File: config.mk
export PLATFORM = sky130hd
export DESIGN_NAME = mbam_top
export DESIGN_NICKNAME = d
export VERILOG_FILES = /design/src/shared/mbam_pkg.sv /design/src/mbam_top.sv /design/src/mbam_decode.sv
export SDC_FILE = /design/constraint.sdc
export NUM_CORES = 1
export LEC_CHECK = 0
export BUFFER_PORTS_ARGS = -buffer_cell sky130_fd_sc_hd__buf_4
export CAP_MARGIN = 5
export CORE_ASPECT_RATIO = 1.2
export CORE_MARGIN = 2
export CORE_UTILIZATION = 45
export CTS_BUF_LIST = sky130_fd_sc_hd__clkbuf_4
export DETAILED_ROUTE_END_ITERATION = 7
export PLACE_DENSITY = 0.9
export SLEW_MARGIN = 20
export SYNTH_ARGS = -nofsm -noshare
export SYNTH_HDL_FRONTEND = slang
export SYNTH_SLANG_ARGS = --single-unit
File: constraint.sdc
create_clock -name clk -period 1.7 [get_ports clk]
set_input_delay 0.425 -clock clk [delete_from_list [all_inputs] [get_ports clk]]
set_output_delay 0.425 -clock clk [all_outputs]
set_load 0.05 [all_outputs]
File: src/shared/mbam_pkg.sv
// constants for the module bus address map
package mbam_pkg;
    localparam int CORE_AW      = 20;
    localparam int BUS_AW       = 24;
    localparam int DATA_W       = 16;
    localparam int EXT_HI       = 4;
    localparam int ADDR19_POS   = 19;
    localparam int BASE_W       = 12;
    localparam int RAM_BASE_W   = 13;
    localparam int RAM_SIZE_W   = 11;
    localparam logic [2:0]  LOW_ONES     = 3'h7;
    localparam logic [7:0]  REG_BASE_LO  = 8'hFF;
    localparam logic [23:0] HOLE_LO      = 24'h080000;
    localparam logic [23:0] HOLE_HI      = 24'hF7FFFF;
    localparam logic        MAP_SEL_RST  = 1'h1;
    localparam logic [3:0]  VEC_BANK     = 4'h0;
    localparam logic [RAM_BASE_W-1:0] RAM_BASE_RST = 13'h0000;
    typedef enum logic [1:0] {
        MBAM_TGT_NONE = 2'b00,
        MBAM_TGT_REG  = 2'b01,
        MBAM_TGT_RAM  = 2'b10,
        MBAM_TGT_EXT  = 2'b11
    } mbam_target_t;
endpackage : mbam_pkg

File: src/mbam_top.sv
// address extension and region decode between core and module bus
//
// Summary of operation
// - core drives 20 address and 16 data bits onto the 24-bit bus
// - bus address bits 23..20 copy bit 19 whenever the core drives
// - register block top nibble is map select followed by three ones
// - core accesses never land between 080000 and F7FFFF
// - map select zero puts registers at 7FF000, unreachable until reset
// - static RAM follows the RAM base address register
// - unimplemented regions go to the external bus
// - reset and exception vectors always come from bank 0
// - program counter, stack and Z index take any extended address
// - register block is 4 kbyte at 7FF000 or FFF000
// - map select resets to one and takes only one write
`timescale 1ns/100ps
module mbam_top (
    // clock and reset
    input  wire logic                   clk,
    input  wire logic                   sys_rst,
    // core side
    input  wire logic                   core_valid,
    input  wire logic [19:0]            core_addr,
    input  wire logic                   core_vector_fetch,
    input  wire logic [2:0]             core_space_code,
    input  wire logic                   core_write,
    input  wire logic [15:0]            core_wdata,
    // configuration writes
    input  wire logic                   map_select_wr,
    input  wire logic                   map_select_wdata,
    input  wire logic                   ram_base_wr,
    input  wire logic [12:0]            ram_base_wdata,
    // module bus side
    output logic                        bus_valid,
    output logic [23:0]                 bus_addr,
    output logic [2:0]                  space_code,
    output logic                        bus_write,
    output logic [15:0]                 bus_wdata,
    output logic                        reg_sel,
    output logic                        ram_sel,
    output logic                        ext_sel,
    // status
    output logic                        map_select_bit,
    output logic                        map_select_locked
);
    // placement state
    logic                   map_sel_q;
    logic                   map_lock_q;
    logic [12:0]            ram_base_q;
    // next values of the placement state
    wire logic              map_wr_ok;
    wire logic              map_sel_d;
    wire logic              map_lock_d;
    wire logic [12:0]       ram_base_d;
    // address path
    wire logic [19:0]       eff_addr;
    wire logic [3:0]        top_bits;
    wire logic [23:0]       ext_addr;
    // decode result
    mbam_pkg::mbam_target_t target;
    wire logic              tgt_reg;
    wire logic              tgt_ram;
    wire logic              tgt_ext;

    // vectors are fixed in bank 0; bank bits forced regardless of map
    assign eff_addr = core_vector_fetch ?
                      {mbam_pkg::VEC_BANK, core_addr[15:0]} :
                      core_addr;

    // per-bit copies of bit 19 keep the core out of the middle hole
    genvar gi;
    generate
        for (gi = 0; gi < mbam_pkg::EXT_HI; gi = gi + 1)
        begin : g_ext_bit
            assign top_bits[gi] = eff_addr[mbam_pkg::ADDR19_POS];
        end
    endgenerate

    // full 20-bit address passes through, so PC/SP/Z reach any bank
    assign ext_addr = {top_bits, eff_addr};

    mbam_decode u_decode (
        .bus_addr       (ext_addr),
        .valid          (core_valid),
        .map_select_bit (map_sel_q),
        .ram_base       (ram_base_q),
        .target         (target)
    );

    // one-hot selects taken straight from the target code
    assign tgt_reg = (target == mbam_pkg::MBAM_TGT_REG);
    assign tgt_ram = (target == mbam_pkg::MBAM_TGT_RAM);
    assign tgt_ext = (target == mbam_pkg::MBAM_TGT_EXT);

    // map select: first write wins, later ones dropped until reset
    assign map_wr_ok  = map_select_wr && !map_lock_q;
    assign map_sel_d  = map_wr_ok ? map_select_wdata : map_sel_q;
    assign map_lock_d = map_lock_q || map_wr_ok;
    // the ram base may be moved at any time
    assign ram_base_d = ram_base_wr ? ram_base_wdata : ram_base_q;

    always_ff @(posedge clk)
    begin
        if (sys_rst)
        begin
            map_sel_q <= mbam_pkg::MAP_SEL_RST;
        end
        else
        begin
            map_sel_q <= map_sel_d;
        end
    end

    always_ff @(posedge clk)
    begin
        if (sys_rst)
        begin
            map_lock_q <= 1'h0;
        end
        else
        begin
            map_lock_q <= map_lock_d;
        end
    end

    always_ff @(posedge clk)
    begin
        if (sys_rst)
        begin
            ram_base_q <= mbam_pkg::RAM_BASE_RST;
        end
        else
        begin
            ram_base_q <= ram_base_d;
        end
    end

    // registered outputs; one cycle of latency traded for clean timing
    always_ff @(posedge clk)
    begin
        if (sys_rst)
        begin
            bus_valid <= 1'h0;
        end
        else
        begin
            bus_valid <= core_valid;
        end
    end

    always_ff @(posedge clk)
    begin
        if (sys_rst)
        begin
            bus_addr <= 24'h000000;
        end
        else
        begin
            bus_addr <= ext_addr;
        end
    end

    always_ff @(posedge clk)
    begin
        if (sys_rst)
        begin
            space_code <= 3'h0;
        end
        else
        begin
            space_code <= core_space_code;
        end
    end

    always_ff @(posedge clk)
    begin
        if (sys_rst)
        begin
            bus_write <= 1'h0;
        end
        else
        begin
            bus_write <= core_write;
        end
    end

    always_ff @(posedge clk)
    begin
        if (sys_rst)
        begin
            bus_wdata <= 16'h0000;
        end
        else
        begin
            bus_wdata <= core_wdata;
        end
    end

    always_ff @(posedge clk)
    begin
        if (sys_rst)
        begin
            reg_sel <= 1'h0;
        end
        else
        begin
            reg_sel <= tgt_reg;
        end
    end

    always_ff @(posedge clk)
    begin
        if (sys_rst)
        begin
            ram_sel <= 1'h0;
        end
        else
        begin
            ram_sel <= tgt_ram;
        end
    end

    always_ff @(posedge clk)
    begin
        if (sys_rst)
        begin
            ext_sel <= 1'h0;
        end
        else
        begin
            ext_sel <= tgt_ext;
        end
    end

    // status lags the internal state by one cycle, like the selects
    always_ff @(posedge clk)
    begin
        if (sys_rst)
        begin
            map_select_bit <= mbam_pkg::MAP_SEL_RST;
        end
        else
        begin
            map_select_bit <= map_sel_q;
        end
    end

    always_ff @(posedge clk)
    begin
        if (sys_rst)
        begin
            map_select_locked <= 1'h0;
        end
        else
        begin
            map_select_locked <= map_lock_q;
        end
    end
endmodule : mbam_top

File: src/mbam_decode.sv
// combinational target decode of one 24-bit bus address
`timescale 1ns/100ps
module mbam_decode (
    // address
    input  wire logic [23:0]             bus_addr,
    input  wire logic                    valid,
    // placement
    input  wire logic                    map_select_bit,
    input  wire logic [12:0]             ram_base,
    // result
    output mbam_pkg::mbam_target_t       target
);
    wire logic [11:0] reg_base;
    wire logic        reg_hit;
    wire logic        ram_hit;

    assign reg_base = {map_select_bit, mbam_pkg::LOW_ONES,
                       mbam_pkg::REG_BASE_LO};
    assign reg_hit  = (bus_addr[23:12] == reg_base);
    // ram window is 2 kbyte, placed on a 2 kbyte boundary
    assign ram_hit  = (bus_addr[23:11] == ram_base);
    assign target   = !valid  ? mbam_pkg::MBAM_TGT_NONE :
                      reg_hit ? mbam_pkg::MBAM_TGT_REG  :
                      ram_hit ? mbam_pkg::MBAM_TGT_RAM  :
                                mbam_pkg::MBAM_TGT_EXT;
endmodule : mbam_decode

==> metrics.log, run 1 <==
[metrics] routed vias/inst: 4.53
[metrics] synthesis-to-finish area growth: 49.5%
[metrics] via count of the first global-routing pass: between 1500 and 2000
[metrics] number of clock buffers inserted by TritonCTS: 9
[metrics] netlist area before placement: 1980 µm²
[metrics] antenna violations before repair: 0
[metrics] I/O Pins: between 100 and 150
[metrics] final routed wirelength across all metal layers: between 4000 and 5000 µm
[metrics] combined area of the multi-input logic cells: 701 µm²
[metrics] area of all sequential standard cells: 1220 µm²
[metrics] buffers from clock root to sink, at most: 2
[metrics] total half-perimeter wirelength after legalization and detailed placement: 3380 µm
[metrics] Num Clock Sinks: 61
[metrics] CTS tree: built
[metrics] Leak Pwr: around 1.4 nW
[metrics] GRT Util Overall: between 10% and 20%
[metrics] final critical-path share of the clock period: ~86%
[metrics] PnR worst setup slack: 0.239 ns
[metrics] maximum fanout encountered on the critical timing path: 3
[metrics] Die Outline Area: around 5000 µm²
[metrics] yosys synthesis warning count: 0
[metrics] level count of the clock H-tree: 3
[metrics] Hold Slack: ~0.25 ns
[metrics] maximum VDD drop: approximately 0.67 mV
[metrics] global-route wire length before repair: 6750 µm
[metrics] number of cell rows: 26
[metrics] count of cells resized by post-cts repair: 0
[metrics] total of max-cap violations: 0
[metrics] placed insts: 329
[metrics] final weighted congestion in routability-driven placement: around 0.79
[metrics] Power Dens Cells: about 1100 nW/µm²
[metrics] overall die width: 64.6 µm
[metrics] Critical Path End Type: register
[metrics] clock skew: 0.00324 ns
[metrics] Tightest Pin Transition: between 0.3 and 0.4 ns
[metrics] FILL cells: 349
[metrics] Avg WL per Cell: 12.5 µm
[metrics] Post-Synthesis Mean Instance Area: 11.3 µm²
[metrics] Mapped Cells: 175
[metrics] effective utilization at floorplan: 46.5%
[metrics] category of the worst setup path launch point: register
[metrics] run status: complete, no violations
[metrics] routed via count: 1563
[metrics] antenna cells: 0
[metrics] number of pins exceeding their max-slew limit in the final report: 0
[metrics] Total Neg Setup Slack: 0 ns
[metrics] floorplan core area: roughly 4300 µm²
[metrics] clock latency on the worst-skew pair: 0.38 ns
[metrics] max_slew headroom: 75.5%
[metrics] number of buffers added for setup after CTS: 0
[metrics] clock transition time at the flip-flop clock pins of the worst setup and hold paths: ~0.090 ns
[metrics] post-layout instance count excluding filler cells: approximately 350
[metrics] net count of the mapped netlist: 235
[metrics] number of iterations in the first detailed-routing pass: 4
[metrics] count of routing violations after the opening detailed-route iteration: 46
[metrics] sequence of cells on the critical path: or4_4 -> nor3_2 -> a31oi_1 -> o31a_1
[metrics] post-layout min period: 1.46 ns
[metrics] overall power consumption: 0.00314 W
[metrics] number of setup violations in the final report: 0
[metrics] Yosys cell types: 26
[metrics] maximum number of pins on one net before global-route repair: 39
[metrics] Fin. Hold Viols: 0
[metrics] clk root buf: clkbuf_4
[metrics] pre-CTS WS: 0.205 ns
[metrics] Worst Path Required: ~2.0 ns
[metrics] flip-flop and latch count after synthesis: 61
[metrics] fraction of final layout cells with drive strength greater than 1: 43.9%
[metrics] residual antenna-violating net count after detailed routing: 0
[metrics] RSZ-0062 raised after global routing: false
[metrics] Nets: 344
[metrics] Die Y: approximately 77 µm
[metrics] critical path's slowest cell: or4_4
[metrics] number of buffers added on ports: 109
[metrics] register area share after synthesis: between 60% and 70%
[metrics] crit path kind: register to register
[metrics] DRC violation count after routing: 0
[metrics] hold bufs inserted after CTS: 0
[metrics] Congestion Overflow GR: 0
[metrics] worst min-delay path class: primary input to register
[metrics] top achievable clock speed: 684 MHz
[metrics] max incr delay on CP: 0.53 ns
[metrics] Critical Path AT: 1.73 ns
-- synth_stat cells --
cell type / count / area (µm²)
a211o_1: 1 / 8.76
a31oi_1: 2 / 12.5
and2_1: 5 / 31.3
and2b_1: 1 / 7.51
and4_1: 2 / 17.5
and4_2: 1 / 10.0
and4bb_1: 1 / 12.5
buf_2: 1 / 5.00
buf_4: 4 / 30.0
clkbuf_1: 7 / 26.3
dfxtp_1: 61 / 1220
mux2i_1: 13 / 130
nand3_1: 1 / 5.00
nand4_1: 1 / 6.26
nor2_1: 18 / 67.6
nor2b_1: 41 / 257
nor3_1: 1 / 5.00
nor3_2: 1 / 10.0
nor3b_1: 1 / 7.51
nor4b_2: 1 / 15.0
o31a_1: 1 / 8.76
o32a_1: 1 / 10.0
or2_2: 1 / 6.26
or4_4: 1 / 11.3
xnor2_1: 4 / 35.0
xor2_1: 3 / 26.3
-- critical path, delay by kind of cell, from the launching register on --
kind             cells  cell delay [ns]
AO/OA/AOI/OAI        2             0.38
flip-flops           1             0.33
AND/OR/NAND/NOR      2             0.65
-- worst paths after layout --
| check | start | endpoint | slack [ns] | depth (start not counted) |
|---|---|---|---|---|
| setup / recovery | ram_base_q[12] | ext_sel | 0.24 | 4 |
| hold / removal | core_addr[9] | bus_addr[9] | 0.25 | 2 |
| setup reg to reg | ram_base_q[12] | ext_sel | 0.24 | 4 |
| hold reg to reg | map_lock_q | map_lock_q | 0.50 | 2 |
-- layout by cell type, fill, tap and decap left out, drive strengths merged, types with 4 or more instances in the layout --
master,count
buf,110
dfxtp,61
nor2b,41
nor2,18
mux2i,13
clkbuf,9
and2,5
clkinv,5
xnor2,4
-- per-layer routing --
layer | GRT usage [%] | share of wire (%)
met5 | 0 | 0
met4 | 15.3 | 3.2
met3 | 5.43 | 6.0
met2 | 32.8 | 56
met1 | 17.3 | 35
-- power by group --
group          internal (W)  switching [W]  total [W]
clock network      0.000576       0.000477    0.00105
logic              0.000230       0.000319   0.000550
registers           0.00150      0.0000314    0.00154
-- flip-flops by register name, indices dropped and copies added (netlist names) --
name,flops
bus_write,1
reg_sel,1
bus_wdata,16
space_code,3
ram_base_q,13
ram_sel,1
map_select_bit,1
map_lock_q,1
ext_sel,1
bus_addr,20
map_sel_q,1
map_select_locked,1
bus_valid,1
-- layout make-up --
| type | count | area share (%) |
|---|---|---|
| flip-flops and latches | 61 | 41.2 |
| repair buffers | 110 | 27.8 |
| multi-input cells | 102 | 23.6 |
| clock inverters | 7 | 2.70 |
| well taps | 56 | 2.36 |
| clock buffers | 9 | 2.28 |
-- metrics by stage --
step                cell area, µm²  utilization [%]
finish                        2970             69.6
global route                  2970             69.6
global placement              2820             66.1
floorplan                     1980                -
CTS                           2970             69.6
detailed placement            2820             66.1
-- kinds of logic after synthesis --
kind of cell	Yosys count	synth area share, %
and+or+nand+nor	77	23.7
muxes	13	6.56
AOI/OAI and AO/OA	5	2.02
buffers and inverters	12	3.09
xor gates and xnor gates	7	3.09
DFF	61	61.6
No activity file was read; power rests on OpenSTA's default activity.
==> run 2: changes to the inputs <==
--- a/config.mk
+++ b/config.mk
@@ -5,14 +5,15 @@
 export SDC_FILE = /design/constraint.sdc
 export NUM_CORES = 1
 export LEC_CHECK = 0
+export ABC_AREA = 1
 export BUFFER_PORTS_ARGS = -buffer_cell sky130_fd_sc_hd__buf_4
 export CAP_MARGIN = 5
 export CORE_ASPECT_RATIO = 1.2
 export CORE_MARGIN = 2
-export CORE_UTILIZATION = 45
+export CORE_UTILIZATION = 41
 export CTS_BUF_LIST = sky130_fd_sc_hd__clkbuf_4
 export DETAILED_ROUTE_END_ITERATION = 7
-export PLACE_DENSITY = 0.9
+export PLACE_DENSITY = 0.86
 export SLEW_MARGIN = 20
 export SYNTH_ARGS = -nofsm -noshare
 export SYNTH_HDL_FRONTEND = slang
==> constraint.sdc (replaced) <==
create_clock -name clk -period 1.3 [get_ports clk]
set_input_delay 0.325 -clock clk [delete_from_list [all_inputs] [get_ports clk]]
set_output_delay 0.325 -clock clk [all_outputs]
set_load 0.05 [all_outputs]
==> metrics.log, run 2 <==
[metrics] Congestion Overflow GR: 0 (unchanged)
[metrics] Critical Path End Type: primary output
[metrics] ranking of synthesized cells by instance count: 61 x dfxtp_1, 57 x nor2_1, 48 x inv_1
[metrics] floorplan core area: 4870 µm² (+14%)
[metrics] global-route wire length before repair: 6870 µm (+1.8%)
[metrics] Mapped Cells: 257 (+47%)
[metrics] flip-flop and latch count after synthesis: 61 (unchanged)
[metrics] crit path kind: register to primary output
[metrics] number of flip-flops in the largest register: 20 (unchanged)
[metrics] Total Neg Setup Slack: 0 ns (unchanged)
[metrics] buffers from clock root to sink, at most: 2 (unchanged)
[metrics] Die Y: 81.3 µm (+6.0%)
[metrics] category of the worst setup path launch point: register
[metrics] slack of the worst reg-to-reg path: 0.30 ns (+0.06 ns)
[metrics] clk root buf: clkbuf_4
[metrics] max incr delay on CP: 0.40 ns (-0.13 ns)
[metrics] routed via count: 1853 (+19%)
[metrics] cell family with the largest share of critical-path delay: flip-flops
[metrics] clock transition time at the flip-flop clock pins of the worst setup and hold paths: 0.10 ns (about the same)
[metrics] antenna violations before repair: 0 (unchanged)
[metrics] RSZ-0062 raised after global routing: true
[metrics] Power Dens Cells: 1310 nW/µm² (+24%)
[metrics] antenna cells: 0 (unchanged)
[metrics] final weighted congestion in routability-driven placement: 0.873 (+11%)
[metrics] number of iterations in the first detailed-routing pass: 4 (unchanged)
[metrics] level count of the clock H-tree: 3 (unchanged)
[metrics] top achievable clock speed: 787 MHz
[metrics] dominant cells by area after synthesis: dfxtp_1 60%, nor2_1 10%, inv_1 8.8%
[metrics] max_slew headroom: 86.2% (+11 points)
[metrics] sequence of cells on the critical path: buf_6
[metrics] register area share after synthesis: 59.8% (-1.8 points)
[metrics] FF-to-FF path depth: 8 (+4)
[metrics] number of enable flip-flop cells after synthesis: 0 (unchanged)
[metrics] number of buffers added on ports: 109 (unchanged)
[metrics] yosys synthesis warning count: 0 (unchanged)
[metrics] total of max-cap violations: 0 (unchanged)
[metrics] Avg WL per Cell: 10.4 µm (-17%)
[metrics] library cell with the highest instance count after synthesis: dfxtp_1
[metrics] CTS tree: built
[metrics] Num Clock Sinks: 61 (unchanged)
[metrics] critical path's slowest cell: dfxtp_4
[metrics] Fin. Hold Viols: 0 (unchanged)
[metrics] clock latency on the worst-skew pair: 0.39 ns (about the same)
[metrics] Critical Path AT: 0.95 ns (-0.78 ns)
[metrics] I/O Pins: 110 (unchanged)
[metrics] DRC violation count after routing: 0 (unchanged)
[metrics] Hold Slack: 0.122 ns (-0.128 ns)
[metrics] residual antenna-violating net count after detailed routing: 0 (unchanged)
[metrics] net count of the mapped netlist: 317 (+35%)
[metrics] worst min-delay path class: primary input to register
[metrics] synthesis-to-finish area growth: 49.7%
[metrics] overall die width: 68.4 µm (+5.9%)
[metrics] Die Outline Area: 5570 µm² (+12%)
[metrics] startpoint of the worst-slack reg-to-reg timing path: ram_base_q[0]
[metrics] cell type with the largest total area after synthesis: dfxtp_1
[metrics] final critical-path share of the clock period: 97.7%
[metrics] largest registers ranked by flip-flop count: bus_addr: 20 flops, bus_wdata: 16 flops, ram_base_q: 13 flops
[metrics] top register by number of flip-flops: bus_addr
[metrics] Tightest Pin Transition: 0.207 ns (-0.160 ns)
[metrics] post-layout min period: 1.27 ns
[metrics] CP bufs+invs: 1 (+1)
[metrics] fraction of synthesis flops using an asynchronous set or reset pin: 0% (unchanged)
[metrics] number of cell rows: 28 (+7.7%)
[metrics] Nets: 428 (+24%)
[metrics] Worst Hold End: bus_wdata[12]
[metrics] source of the worst hold timing path: core_wdata[12]
[metrics] Worst Path Required: 0.98 ns (-0.99 ns)
[metrics] effective utilization at floorplan: 42.0% (-4.6 points)
[metrics] fraction of final layout cells with drive strength greater than 1: 37.3% (-6.7 points)
[metrics] maximum number of pins on one net before global-route repair: 22 (-44%)
[metrics] netlist area before placement: 2040 µm² (+3.0%)
[metrics] hold depth: 3 (+1)
[metrics] routed vias/inst: 4.28 (-5.5%)
[metrics] Yosys cell types: 15 (-42%)
[metrics] Post-Synthesis Mean Instance Area: 7.95 µm² (-30%)
[metrics] run status: complete, no violations
[metrics] most used flip-flop cell after synthesis: dfxtp_1
[metrics] GRT Util Overall: 16.9% (-1.7 points)
[metrics] number of pins exceeding their max-slew limit in the final report: 0 (unchanged)
[metrics] worst reg2reg path endpoint: ram_sel
[metrics] most common cell after layout, fill and taps aside: buf_4
[metrics] highest-count cells in the layout ignoring fill and taps: 105 x buf_4, 60 x dfxtp_1, 57 x nor2_1
[metrics] maximum fanout encountered on the critical timing path: 5 (+2)
[metrics] Leak Pwr: 1.66 nW (+17%)
[metrics] total half-perimeter wirelength after legalization and detailed placement: 3580 µm (+6.0%)
[metrics] Synth top area share: 59.8% (-1.8 points)
[metrics] number of setup violations in the final report: 0 (unchanged)
[metrics] clock skew: 0.00908 ns (+0.00583 ns)
[metrics] maximum VDD drop: 0.903 mV (+36%)
[metrics] count of routing violations after the opening detailed-route iteration: 60 (+30%)
[metrics] final routed wirelength across all metal layers: 4490 µm (+4.2%)
[metrics] number of clock buffers inserted by TritonCTS: 9 (unchanged)
[metrics] via count of the first global-routing pass: 1671 (+7.0%)
-- run 2: cell types whose count changed in the layout (fill, tap and decap cells not counted), sizes merged, moves of 4 or more --
cell   change
xnor2      -4
nor2      +41
and2       -5
nand2     +33
mux2i     -13
o21ai     +14
a21oi     +12
inv       +54
nand3      +6
nor2b     -41
-- run 2: worst max path at each step --
stage / slack [ns] / depth (start not counted) / from / to
final: 0.03 / 1 / bus_addr[19] / bus_addr[23]
after CTS: -0.01 / 1 / bus_addr[19] / bus_addr[21]
after global routing: -0.03 / 1 / bus_addr[19] / bus_addr[21]
after global placement: 0.22 / 9 / core_vector_fetch / ram_sel
after detailed placement: 0.20 / 9 / core_vector_fetch / ram_sel
after floorplan: 0.02 / 1 / bus_addr[19] / bus_addr[20]
-- run 2: metal layers --
layer / vias to the layer above / part of all wire [%] / track usage (%)
li1: 975 / - / -
met2: 69 / 51 / 28.5
met5: - / 0 / 0
met1: 798 / 39 / 17.5
met4: 0 / 2.7 / 12.4
met3: 11 / 8.0 / 4.71
-- run 2: cell families (layout without fill, tap and decap cells) --
group / count (synthesis) / count (layout) / synth area share, %
AO/OA/AOI/OAI: 26 / 26 / 6.37
buffers and inverters: 66 / 182 / 13.5
flip-flops: 61 / 61 / 59.8
AND/OR/NAND/NOR: 104 / 104 / 20.4
-- run 2: power breakdown --
group,switching [W],total (W),internal (W)
sequential,0.0000390,0.00201,0.00197
combinational,0.000459,0.000747,0.000288
clock,0.000675,0.00125,0.000575
-- run 2: per-stage QoR --
stage / util (%) / total power [W] / instance area, µm² / std cells / worst slack (ns)
CTS: 62.7 / 0.00405 / 3060 / 433 / -0.0108
detailed placement: 59.5 / 0.00280 / 2900 / 417 / 0.202
global placement: 59.5 / 0.00279 / 2900 / 417 / 0.222
finish: 62.8 / 0.00401 / 3060 / 433 / 0.0293
global route: 62.8 / 0.00420 / 3060 / 433 / -0.0335
floorplan: - / 0.00250 / 2040 / 257 / 0.0214
-- run 2: layout make-up --
| cell class | instances | area, µm² |
|---|---|---|
| repair buffers | 112 | 876 |
| multi-input cells | 130 | 547 |
| fillers | 428 | 1810 |
| well taps | 60 | 75.1 |
| clock buffers | 9 | 67.6 |
| clock inverters | 7 | 66.3 |
| flip-flops and latches | 61 | 1220 |
| inverters | 54 | 203 |
-- run 2: timing repair --
item	4_1_cts	5_1_grt
hold buffers	0	0
endpoints found under the hold margin	0	0
buffers inserted	0	0
endpoints found under the setup margin	5	6
gates resized for setup	7	1
